==> src/mii_port_map.vh <==
// Constants for the external MII data port and management port select block.
`ifndef MII_PORT_MAP_VH
`define MII_PORT_MAP_VH
`define NIBBLE_W 4
`define NIBBLE_IDLE 4'h0
`define SYS_CLK_MHZ 100
`define LINK_CLK_FAST_MHZ 25
`define LINK_CLK_FAST_KHZ 25000
`define LINK_CLK_SLOW_KHZ 2500
`define SEL_EXTERNAL 1'b1
`define SEL_INTERNAL 1'b0
`define STRAP_DELAY_CYCLES 4
`endif

==> src/edge_sync.v <==
// Two-flop synchroniser with rising-edge detection for one pin-level input.
module edge_sync (
    // Clock and reset
    input wire clk_in,
    input wire rst_in,
    // Asynchronous input and synchronised results
    input wire async_in,
    output wire level_out,
    output wire rise_out
);
    reg meta_q;
    reg sync_q;
    reg prev_q;

    // The first stage feeds only the second stage, never logic.
    always @(posedge clk_in) begin
        if (rst_in) begin
            meta_q <= 1'b0;
            sync_q <= 1'b0;
            prev_q <= 1'b0;
        end else begin
            meta_q <= async_in;
            sync_q <= meta_q;
            prev_q <= sync_q;
        end
    end

    assign level_out = sync_q;
    assign rise_out = sync_q & ~prev_q;
endmodule // edge_sync

==> src/external_mii_port_select.v <==
// External MII data port and management port pin control, on the system clock.
// Notes on behaviour
// RL1: PHY supplies transmit and receive clocks, 25 MHz or 2.5 MHz.
// RL2: Transmit nibble is forced to zero while the internal PHY is selected.
// RL3: Transmit enable only with valid nibble; zero while internal PHY selected.
// RL4: PHY raises receive error for an error anywhere in the current frame.
// RL5: PHY raises collision whenever it sees a collision on the medium.
// RL6: PHY raises receive valid while decoded nibbles are on receive data.
// RL7: PHY passes received data over a four-bit receive data bus.
// RL8: PHY drives carrier sense when it detects a carrier.
// RL9: Select set makes the management data pin the bidirectional serial line.
// RL10: Management data pin is sampled as an external-PHY-present strap.
// RL11: Management clock follows the MAC when selected, else driven low.
// RL12: Select clear places the management data pin in high impedance.
// RL13: Receive sampled on receive clock rise; transmit updated on transmit clock rise.
`include "mii_port_map.vh"
module external_mii_port_select #(
    parameter NIB_W = `NIBBLE_W,
    parameter STRAP_DELAY = `STRAP_DELAY_CYCLES
) (
    // System clock and reset
    input wire clk_in,
    input wire rst_in,
    // Configuration
    input wire ext_phy_select_in,
    input wire mgmt_port_select_in,
    // MAC transmit side
    input wire [NIB_W-1:0] mac_txd_in,
    input wire mac_tx_en_in,
    output reg mac_tx_strobe_out,
    // MAC receive side
    output reg [NIB_W-1:0] mac_rxd_out,
    output reg mac_rx_dv_out,
    output reg mac_rx_er_out,
    output reg mac_rx_strobe_out,
    output reg mac_col_out,
    output reg mac_crs_out,
    // MAC management side
    input wire mac_mdc_in,
    input wire mac_mdio_out_in,
    input wire mac_mdio_oe_in,
    output reg mac_mdio_in_out,
    output reg ext_phy_present_strap_out,
    // MII pins from the PHY
    input wire tx_clk_in,
    input wire rx_clk_in,
    input wire [NIB_W-1:0] rxd_in,
    input wire rx_dv_in,
    input wire rx_er_in,
    input wire col_in,
    input wire crs_in,
    // MII pins to the PHY
    output reg [NIB_W-1:0] txd_out,
    output reg tx_en_out,
    // Management pins, output enable low while driving
    output reg mdc_out,
    input wire mdio_in,
    output reg mdio_out,
    output reg mdio_oe_n_out
);
    wire tx_rise;
    wire rx_rise;
    wire [NIB_W-1:0] rxd_s;
    wire rx_dv_s;
    wire rx_er_s;
    wire col_s;
    wire crs_s;
    wire mdio_s;
    reg [NIB_W-1:0] txd_d;
    reg tx_en_d;
    reg [3:0] strap_cnt_q;
    reg [1:0] strap_state_q;

    // Strap sequencer: wait out the synchroniser flush, take the pin once, then hold.
    localparam [1:0] STRAP_WAIT = 2'h0;
    localparam [1:0] STRAP_HOLD = 2'h1;

    // Link clocks are sampled on the system clock; 100 MHz covers both rates.
    edge_sync u_tx_clk (
        .clk_in(clk_in),
        .rst_in(rst_in),
        .async_in(tx_clk_in),
        .level_out(),
        .rise_out(tx_rise)
    ); // see RL1

    edge_sync u_rx_clk (
        .clk_in(clk_in),
        .rst_in(rst_in),
        .async_in(rx_clk_in),
        .level_out(),
        .rise_out(rx_rise)
    ); // see RL1

    // Receive-side and management pins get their own two-flop stages.
    // Each bit resolves on its own, which is safe only because the link holds data
    // steady for several system clock cycles either side of the receive clock rise.
    genvar i;
    generate
        for (i = 0; i < NIB_W + 5; i = i + 1) begin : g_sync
            wire pin;
            wire lvl;
            if (i < NIB_W) begin : g_d
                assign pin = rxd_in[i];
                assign rxd_s[i] = lvl;
            end else if (i == NIB_W) begin : g_dv
                assign pin = rx_dv_in;
                assign rx_dv_s = lvl;
            end else if (i == NIB_W + 1) begin : g_er
                assign pin = rx_er_in;
                assign rx_er_s = lvl;
            end else if (i == NIB_W + 2) begin : g_col
                assign pin = col_in;
                assign col_s = lvl;
            end else if (i == NIB_W + 3) begin : g_crs
                assign pin = crs_in;
                assign crs_s = lvl;
            end else begin : g_md
                assign pin = mdio_in;
                assign mdio_s = lvl;
            end
            edge_sync u_s (
                .clk_in(clk_in),
                .rst_in(rst_in),
                .async_in(pin),
                .level_out(lvl),
                .rise_out()
            );
        end
    endgenerate

    // Transmit pins change only on a transmit clock rise, or to zero on the system clock after a deselect.
    // After a reselect the pins stay at zero until the next rise, so a nibble
    // latched before the deselect is never replayed.
    always @* begin
        txd_d = txd_out;
        tx_en_d = tx_en_out;
        if (ext_phy_select_in != `SEL_EXTERNAL) begin
            txd_d = {NIB_W{1'b0}}; // see RL2
            tx_en_d = 1'b0; // see RL3
        end else if (tx_rise) begin
            tx_en_d = mac_tx_en_in; // see RL3, RL13
            txd_d = mac_tx_en_in ? mac_txd_in : {NIB_W{1'b0}}; // see RL13
        end
    end

    always @(posedge clk_in) begin
        if (rst_in) begin
            txd_out <= `NIBBLE_IDLE;
            tx_en_out <= 1'b0;
            mac_tx_strobe_out <= 1'b0;
            mac_rxd_out <= `NIBBLE_IDLE;
            mac_rx_dv_out <= 1'b0;
            mac_rx_er_out <= 1'b0;
            mac_rx_strobe_out <= 1'b0;
            mac_col_out <= 1'b0;
            mac_crs_out <= 1'b0;
        end else begin
            txd_out <= txd_d;
            tx_en_out <= tx_en_d;
            mac_tx_strobe_out <= tx_rise & ext_phy_select_in;
            mac_rx_strobe_out <= rx_rise;
            // The synchronisers delay data and clock alike, so capture stays aligned.
            if (rx_rise) begin
                mac_rxd_out <= rxd_s; // see RL7, RL13
                mac_rx_dv_out <= rx_dv_s; // see RL6, RL13
                mac_rx_er_out <= rx_er_s; // see RL4, RL13
            end
            // Collision and carrier sense pass as plain levels, not gated by the receive
            // clock, so the MAC sees them between receive edges and outside frames.
            mac_col_out <= col_s; // see RL5
            mac_crs_out <= crs_s; // see RL8
        end
    end

    // Management pins; MDC is slow enough that one cycle of skew is harmless.
    always @(posedge clk_in) begin
        if (rst_in) begin
            mdc_out <= 1'b0;
            mdio_out <= 1'b0;
            mdio_oe_n_out <= 1'b1;
            mac_mdio_in_out <= 1'b0;
        end else if (mgmt_port_select_in == `SEL_EXTERNAL) begin
            mdc_out <= mac_mdc_in; // see RL11
            mdio_out <= mac_mdio_out_in; // see RL9
            mdio_oe_n_out <= ~mac_mdio_oe_in; // see RL9
            mac_mdio_in_out <= mdio_s; // see RL9
        end else begin
            mdc_out <= 1'b0; // see RL11
            mdio_out <= 1'b0;
            mdio_oe_n_out <= 1'b1; // see RL12
            mac_mdio_in_out <= 1'b0;
        end
    end

    // Strap is caught once, a few cycles after reset release, with no check that the pin is undriven.
    // A MAC that drives the data pin in those first cycles would spoil the strap,
    // so the management port is best left deselected until the strap is taken.
    always @(posedge clk_in) begin
        if (rst_in) begin
            strap_state_q <= STRAP_WAIT;
            strap_cnt_q <= 4'h0;
            ext_phy_present_strap_out <= 1'b0;
        end else begin
            case (strap_state_q)
                STRAP_WAIT: begin
                    if (strap_cnt_q == STRAP_DELAY[3:0]) begin
                        strap_state_q <= STRAP_HOLD;
                        ext_phy_present_strap_out <= mdio_s; // see RL10
                    end else begin
                        strap_cnt_q <= strap_cnt_q + 4'h1;
                    end
                end
                STRAP_HOLD: begin
                    strap_state_q <= STRAP_HOLD;
                end
                default: begin
                    strap_state_q <= STRAP_WAIT;
                end
            endcase
        end
    end
endmodule // external_mii_port_select

==> config.mk <==
export PLATFORM = sky130hd
export DESIGN_NAME = external_mii_port_select
export DESIGN_NICKNAME = d
export VERILOG_FILES = /design/src/edge_sync.v /design/src/external_mii_port_select.v
export VERILOG_INCLUDE_DIRS = /design/src
export SDC_FILE = /design/constraint.sdc
export NUM_CORES = 1
export LEC_CHECK = 0
export BUFFER_PORTS_ARGS = -buffer_cell sky130_fd_sc_hd__clkbuf_2
export CAP_MARGIN = 40
export CORE_ASPECT_RATIO = 1.2
export CORE_MARGIN = 2
export CORE_UTILIZATION = 32
export CTS_BUF_LIST = sky130_fd_sc_hd__clkbuf_16
export DETAILED_ROUTE_END_ITERATION = 6
export PLACE_DENSITY = 0.55
export SLEW_MARGIN = 20
export SYNTH_ARGS = -nofsm -noshare
export SYNTH_HDL_FRONTEND = slang
export SYNTH_SLANG_ARGS = --single-unit
==> constraint.sdc <==
create_clock -name clk_in -period 1.7 [get_ports clk_in]
set_clock_uncertainty 0.2 [all_clocks]
set_input_delay 0.085 -clock clk_in [delete_from_list [all_inputs] [get_ports clk_in]]
set_output_delay 0.085 -clock clk_in [all_outputs]
set_load 0.02 [all_outputs]
==> Word-level counts from Yosys, hierarchy flattened <==
Cells that the tools add are included.
{ "totals": {"regBits": 50, "input_bits": 23, "wordCells": 61} }
{ "op_classes": {"add_sub_neg": 1, "eq_ne": 3, "muxes": 3, "bitwise": 9, "n_reduce_logical": 5} }
{ "ops": {"columns": ["operator", "n"], "rows": [
  ["1-bit inverter", 6],
  ["4-bit by 1-bit adder with 4-bit output, second input constant", 1],
  ["4-bit by 3-bit == test with 1-bit output, second input constant", 1],
  ["4-bit two-way mux", 1],
  ["2-bit one-hot mux with 2 select lines", 1],
  ["2-bit AND reduction", 2],
  ["2-bit OR reduction", 2],
  ["1-bit AND", 3],
  ["2-bit by 1-bit == test with 1-bit output, second input constant", 1],
  ["2-bit logical NOT", 1],
  ["2-bit two-way mux", 1],
  ["2-bit inequality test, second input constant", 1]
]} }

==> Longest topological paths before layout <==
{ "logic_depth": {"word_depth": 3, "depth_mapped": 5} }

==> Cells and area by module <==
From an unflattened synthesis, not the netlist that was laid out.
{ "unflattened": {"cells_unflattened": 166, "hier_area_um2": 1850.5} }
{ "modules_own_cells": {"columns": ["mod", "n_inst", "cells_each", "area_per_inst_um2"], "rows": [
  ["edge_sync", 11, 7, 87.6],
  ["external_mii_port_select", 1, 89, 887.1]
]} }

==> Worst setup path before layout <==
OpenSTA, ideal clock, no wires.
{ "synth_path": {"path_type": "register -> register", "startpoint": "register strap_cnt_q[0]", "endpoint": "register strap_cnt_q[0]", "arrival_ns": 1.216, "t_required_ns": 1.379, "path_slack_ns": 0.163, "stages_incl_launch_ff": 5, "path_buffers": 0, "cell_sequence": "dfxtp_1 -> inv_1 -> ha_1 -> a31oi_2 -> mux2_2"} }
{ "synth_between": {"elab_chain_len": 3, "word_cells_on_any_way": 4} }
{ "synth_rtl": {"columns": ["element", "line", "source"], "rows": [
  ["start, declared", "external_mii_port_select.v:71", "reg [3:0] strap_cnt_q;"],
  ["start signal, assigned", "external_mii_port_select.v:211", "strap_cnt_q <= strap_cnt_q + 4'h1;"],
  ["branches (longest 3 deep; another with 4-bit by 1-bit adder with 4-bit output)", null, null]
]} }
Several ways; the timed one is not identified.
A chain may end at the register's enable or synchronous reset.

==> Final worst setup path <==
Ends and elaborated chain as after synthesis.

==> results.yml <==
critical_path:
  worst_ep_arrival_time_ns: 1.57
  cp.required_ns: 1.67
  worst_r2r_startpoint: "strap_cnt_q[0]"
  critPathSlowestCell: "sky130_fd_sc_hd__dfxtp_1"
  path_buf_inv: 1
  criticalPathCategory: "flop to flop"
  worst_reg2reg_setup_slack_ns: 0.10
  critical-path-max-stage-delay_ns: 0.37
  setup.worst_path.start_class: "flop"
  critPathLaunch: "strap_cnt_q[0]"
  setup.worst_path.end_class: "flop"
  crit_path_max_fanout: 4
  crit_family: "flip-flops"
  crit_path_cell_trace: "inv_1 > ha_1 > a31oi_4 > mux2_2"
cts:
  clk_path_buf_depth: 2
  clk_pin_slew_ns: 0.06
  clock_tree_from_tritoncts: "built"
  cts_setup_buffers: 0
  cts.sink_count: 49
  clock_latency_of_the_later_clocked_register_in_the_worst_skew_pair_ns: 0.28
  clock_tree.htree_level_count: 2
  clk_root_buffer_cell: "sky130_fd_sc_hd__clkbuf_16"
  tritoncts.num_buffers: 5
sta:
  setup_violations: 0
  finalHoldViolations: 3
  slew_viol_final: 0
  setup_repair_after_global_routing_missed_its_margin: "no"
  layout_min_cycle_time_ns: 1.60
  setup_tns_ns: 0
  timing.final.ws_setup_ns: 0.105
  max_clock_freq_ghz: 0.627
  min_period_over_period_pct: 93.9
  timing_worst_slew_pin_value_ns: 0.333
  worst_hold_check_slack_ns: -0.00395
  timing.max_slew.rel_slack_pct: 77.8
yosys:
  synth-xor-area-share_pct: 0
  yosys.area.top_type: "sky130_fd_sc_hd__dfxtp_1"
  ffs_latches_synth: 49
  synth.yosys.warnings: 0
  netlist.area_leader.share_pct: 63.4
  yosys.area_share.adder_pct: 1.62
  synth_sequential_area_ratio_pct: 63.4
  yosys.cell_types.count: 20
  synth.mux.area_fraction_pct: 5.91
  synth-compound-area-share_pct: 3.64
  syn-num-nets: 167
  synthTopCellsByArea: "sky130_fd_sc_hd__dfxtp_1 (63%), sky130_fd_sc_hd__nor2b_1 (13%), sky130_fd_sc_hd__mux2i_1 (5.2%)"
  post_synth_inst_count: 142
  synth-simple-area-share_pct: 23.3
  synth_area_per_cell_sq_um: 10.9
  synth_top_family_by_area: "simple AND/OR/NAND/NOR gates"
  syn_area_sq_um: 1550
detailed_routing:
  routed_vias: 1158
  totalWireLength_microns: 2760
  wl_per_cell_microns: 10.2
  antenna_violating_nets_post_route: 0
  drt_drc_violations_left: 0
  drt_pre_antenna_iters: 4
  avgViaCountPerCell: 4.27
  first_iter_violations: 39
run:
  maxcap_viol_count: 0
outcome:
  failed_checks: "hold timing"
  run_status: "finished, violations left"
final_layout:
  multi_input_comb_area_sq_um: 547
  final_design_area_no_fill_sq_um: 2220
  antennaDiodeCount: 0
  nNetsFinal: 237
  fillerInstances: 436
  sequential_cell_area_sq_um: 981
  area_growth_pct: 43.4
  drive_above_1_share_pct: 26.3
  final_core_utilization_pct: 47.9
power_and_ir_drop:
  combinationalPowerShare_pct: 9.3
  netSwitchingPower_mw: 0.531
  pwr-share-seq_pct: 51.4
  internal_power_mw: 1.87
  worst_ir_drop_vdd_mv: 0.526
  clockPowerShare_pct: 39.3
  swShare_pct: 22.2
  powerDensity_nw_per_um2: 1080
  cellLeakagePower_nw: 0.965
global_routing:
  largest_net_degree_at_the_start_of_global_routing: 19
  groute.usage.overall_pct: 11.8
  grt_pass1_vias: 1136
  gr-total-overflow: 0
  grt_pass1_wl_microns: 4780
  initial_antenna_violation_count: 0
placement:
  dp_hpwl_microns: 1940
  place.gp.congestion: 0.634
  place_worst_setup_slack_ns: 0.0730
  buffer_ports.inserted: 42
  placed_area_sq_um: 1830
floorplanning:
  die_height_microns: 80.2
  floorplan_die_width_microns: 67.5
  floorplan.initialDensity_pct: 33.4
  core.rowCount: 27
  die_area_sq_um: 5410
  floorplan.io_pins: 43
  placeableCoreArea_sq_um: 4630
hold_path:
  worst_hold_path_type: "primary input to flop"
  holdCritStartpoint: "rst_in"
power by group through the flow:
stage               Combinational, mW  Clock, mW  Sequential, mW
finish                          0.223      0.942            1.23
global route                    0.252       1.03            1.24
CTS                             0.219      0.969            1.23
detailed placement              0.179          0            1.26
global placement                0.169          0            1.25
floorplan                       0.112          0            1.26
per-layer routing:
| metal | vias to the layer above | track usage (%) | share of wire, % |
|---|---|---|---|
| met4 | 0 | 6.94 | 3.2 |
| li1 | 591 | - | - |
| met5 | - | 0 | 0 |
| met3 | 8 | 3.50 | 5.8 |
| met2 | 33 | 20.6 | 49 |
| met1 | 526 | 12.3 | 42 |
cell type report:
cell class                 count  area share, %
clock buffer                   5           5.64
inverter                       3          0.508
tap                           58           3.27
timing repair buffer          68           20.9
multi-input combinational     85           24.7
clock inverter                 3          0.790
sequential                    49           44.2
through the flow:
stage          total power [mW]  cells
6_report                   2.40    271
5_1_grt                    2.53    271
4_1_cts                    2.42    271
3_5_place_dp               1.44    240
3_3_place_gp               1.42    240
2_1_floorplan              1.37    142
path summary, 6_finish.rpt:
kind	cells after the start	endpoint
min reg2reg	1	mac_rx_strobe_out
min	2	u_tx_clk.meta_q
max reg2reg	4	strap_cnt_q[0]
max	4	strap_cnt_q[0]
synthesized netlist by cell type:
master / count
sky130_fd_sc_hd__a31oi_2: 1
sky130_fd_sc_hd__nor2b_1: 31
sky130_fd_sc_hd__o21bai_1: 1
sky130_fd_sc_hd__ha_1: 2
sky130_fd_sc_hd__mux2i_1: 8
sky130_fd_sc_hd__mux2_2: 1
sky130_fd_sc_hd__nand4b_1: 1
sky130_fd_sc_hd__inv_1: 3
sky130_fd_sc_hd__buf_2: 2
sky130_fd_sc_hd__a31oi_1: 1
sky130_fd_sc_hd__and2_1: 3
sky130_fd_sc_hd__nand2b_1: 4
sky130_fd_sc_hd__clkbuf_1: 3
sky130_fd_sc_hd__and4bb_1: 1
sky130_fd_sc_hd__or3_1: 1
sky130_fd_sc_hd__dfxtp_1: 49
sky130_fd_sc_hd__nor2_1: 11
sky130_fd_sc_hd__nand3_1: 4
sky130_fd_sc_hd__nand2_1: 9
sky130_fd_sc_hd__a21oi_1: 6
state kept, by name (all words and copies together) (netlist names), 4 cells and up:
| register | cells |
|---|---|
| g_sync.u_s.meta_q | 9 |
| strap_cnt_q | 4 |
| g_sync.u_s.level_out | 9 |
| txd_out | 4 |
| mac_rxd_out | 4 |
layout by cell type, fill, tap and decap left out, drive strengths merged:
| master | synthesis | routed |
|---|---|---|
| mux2i | 8 | 8 |
| nand2b | 4 | 4 |
| and2 | 3 | 3 |
| mux2 | 1 | 1 |
| nand3 | 4 | 4 |
| inv | 3 | 5 |
| nor2 | 11 | 11 |
| and4bb | 1 | 1 |
| nor2b | 31 | 31 |
| dfxtp | 49 | 49 |
| or3 | 1 | 1 |
| a21oi | 6 | 6 |
| a31oi | 2 | 2 |
| clkinv | 0 | 1 |
| ha | 2 | 2 |
| buf | 2 | 3 |
| clkbuf | 3 | 47 |
| nand2 | 9 | 9 |
| dlygate4sd3 | 0 | 23 |
| nand4b | 1 | 1 |
| o21bai | 1 | 1 |
logic make-up after synthesis:
kind of cell             after synthesis
AO/OA/AOI/OAI                          9
adder cells (fa/ha/maj)                2
buffers and inverters                  8
flip-flops                            49
multiplexers                           9
AND/OR/NAND/NOR                       65
what timing repair did:
action	4_1_cts	5_1_grt
endpoints found under the setup margin	0	2
resized for setup	0	3
hold buffers	23	0
hold endpoints to repair	21	0
Note: power is estimated with default switching activity, not from simulation.
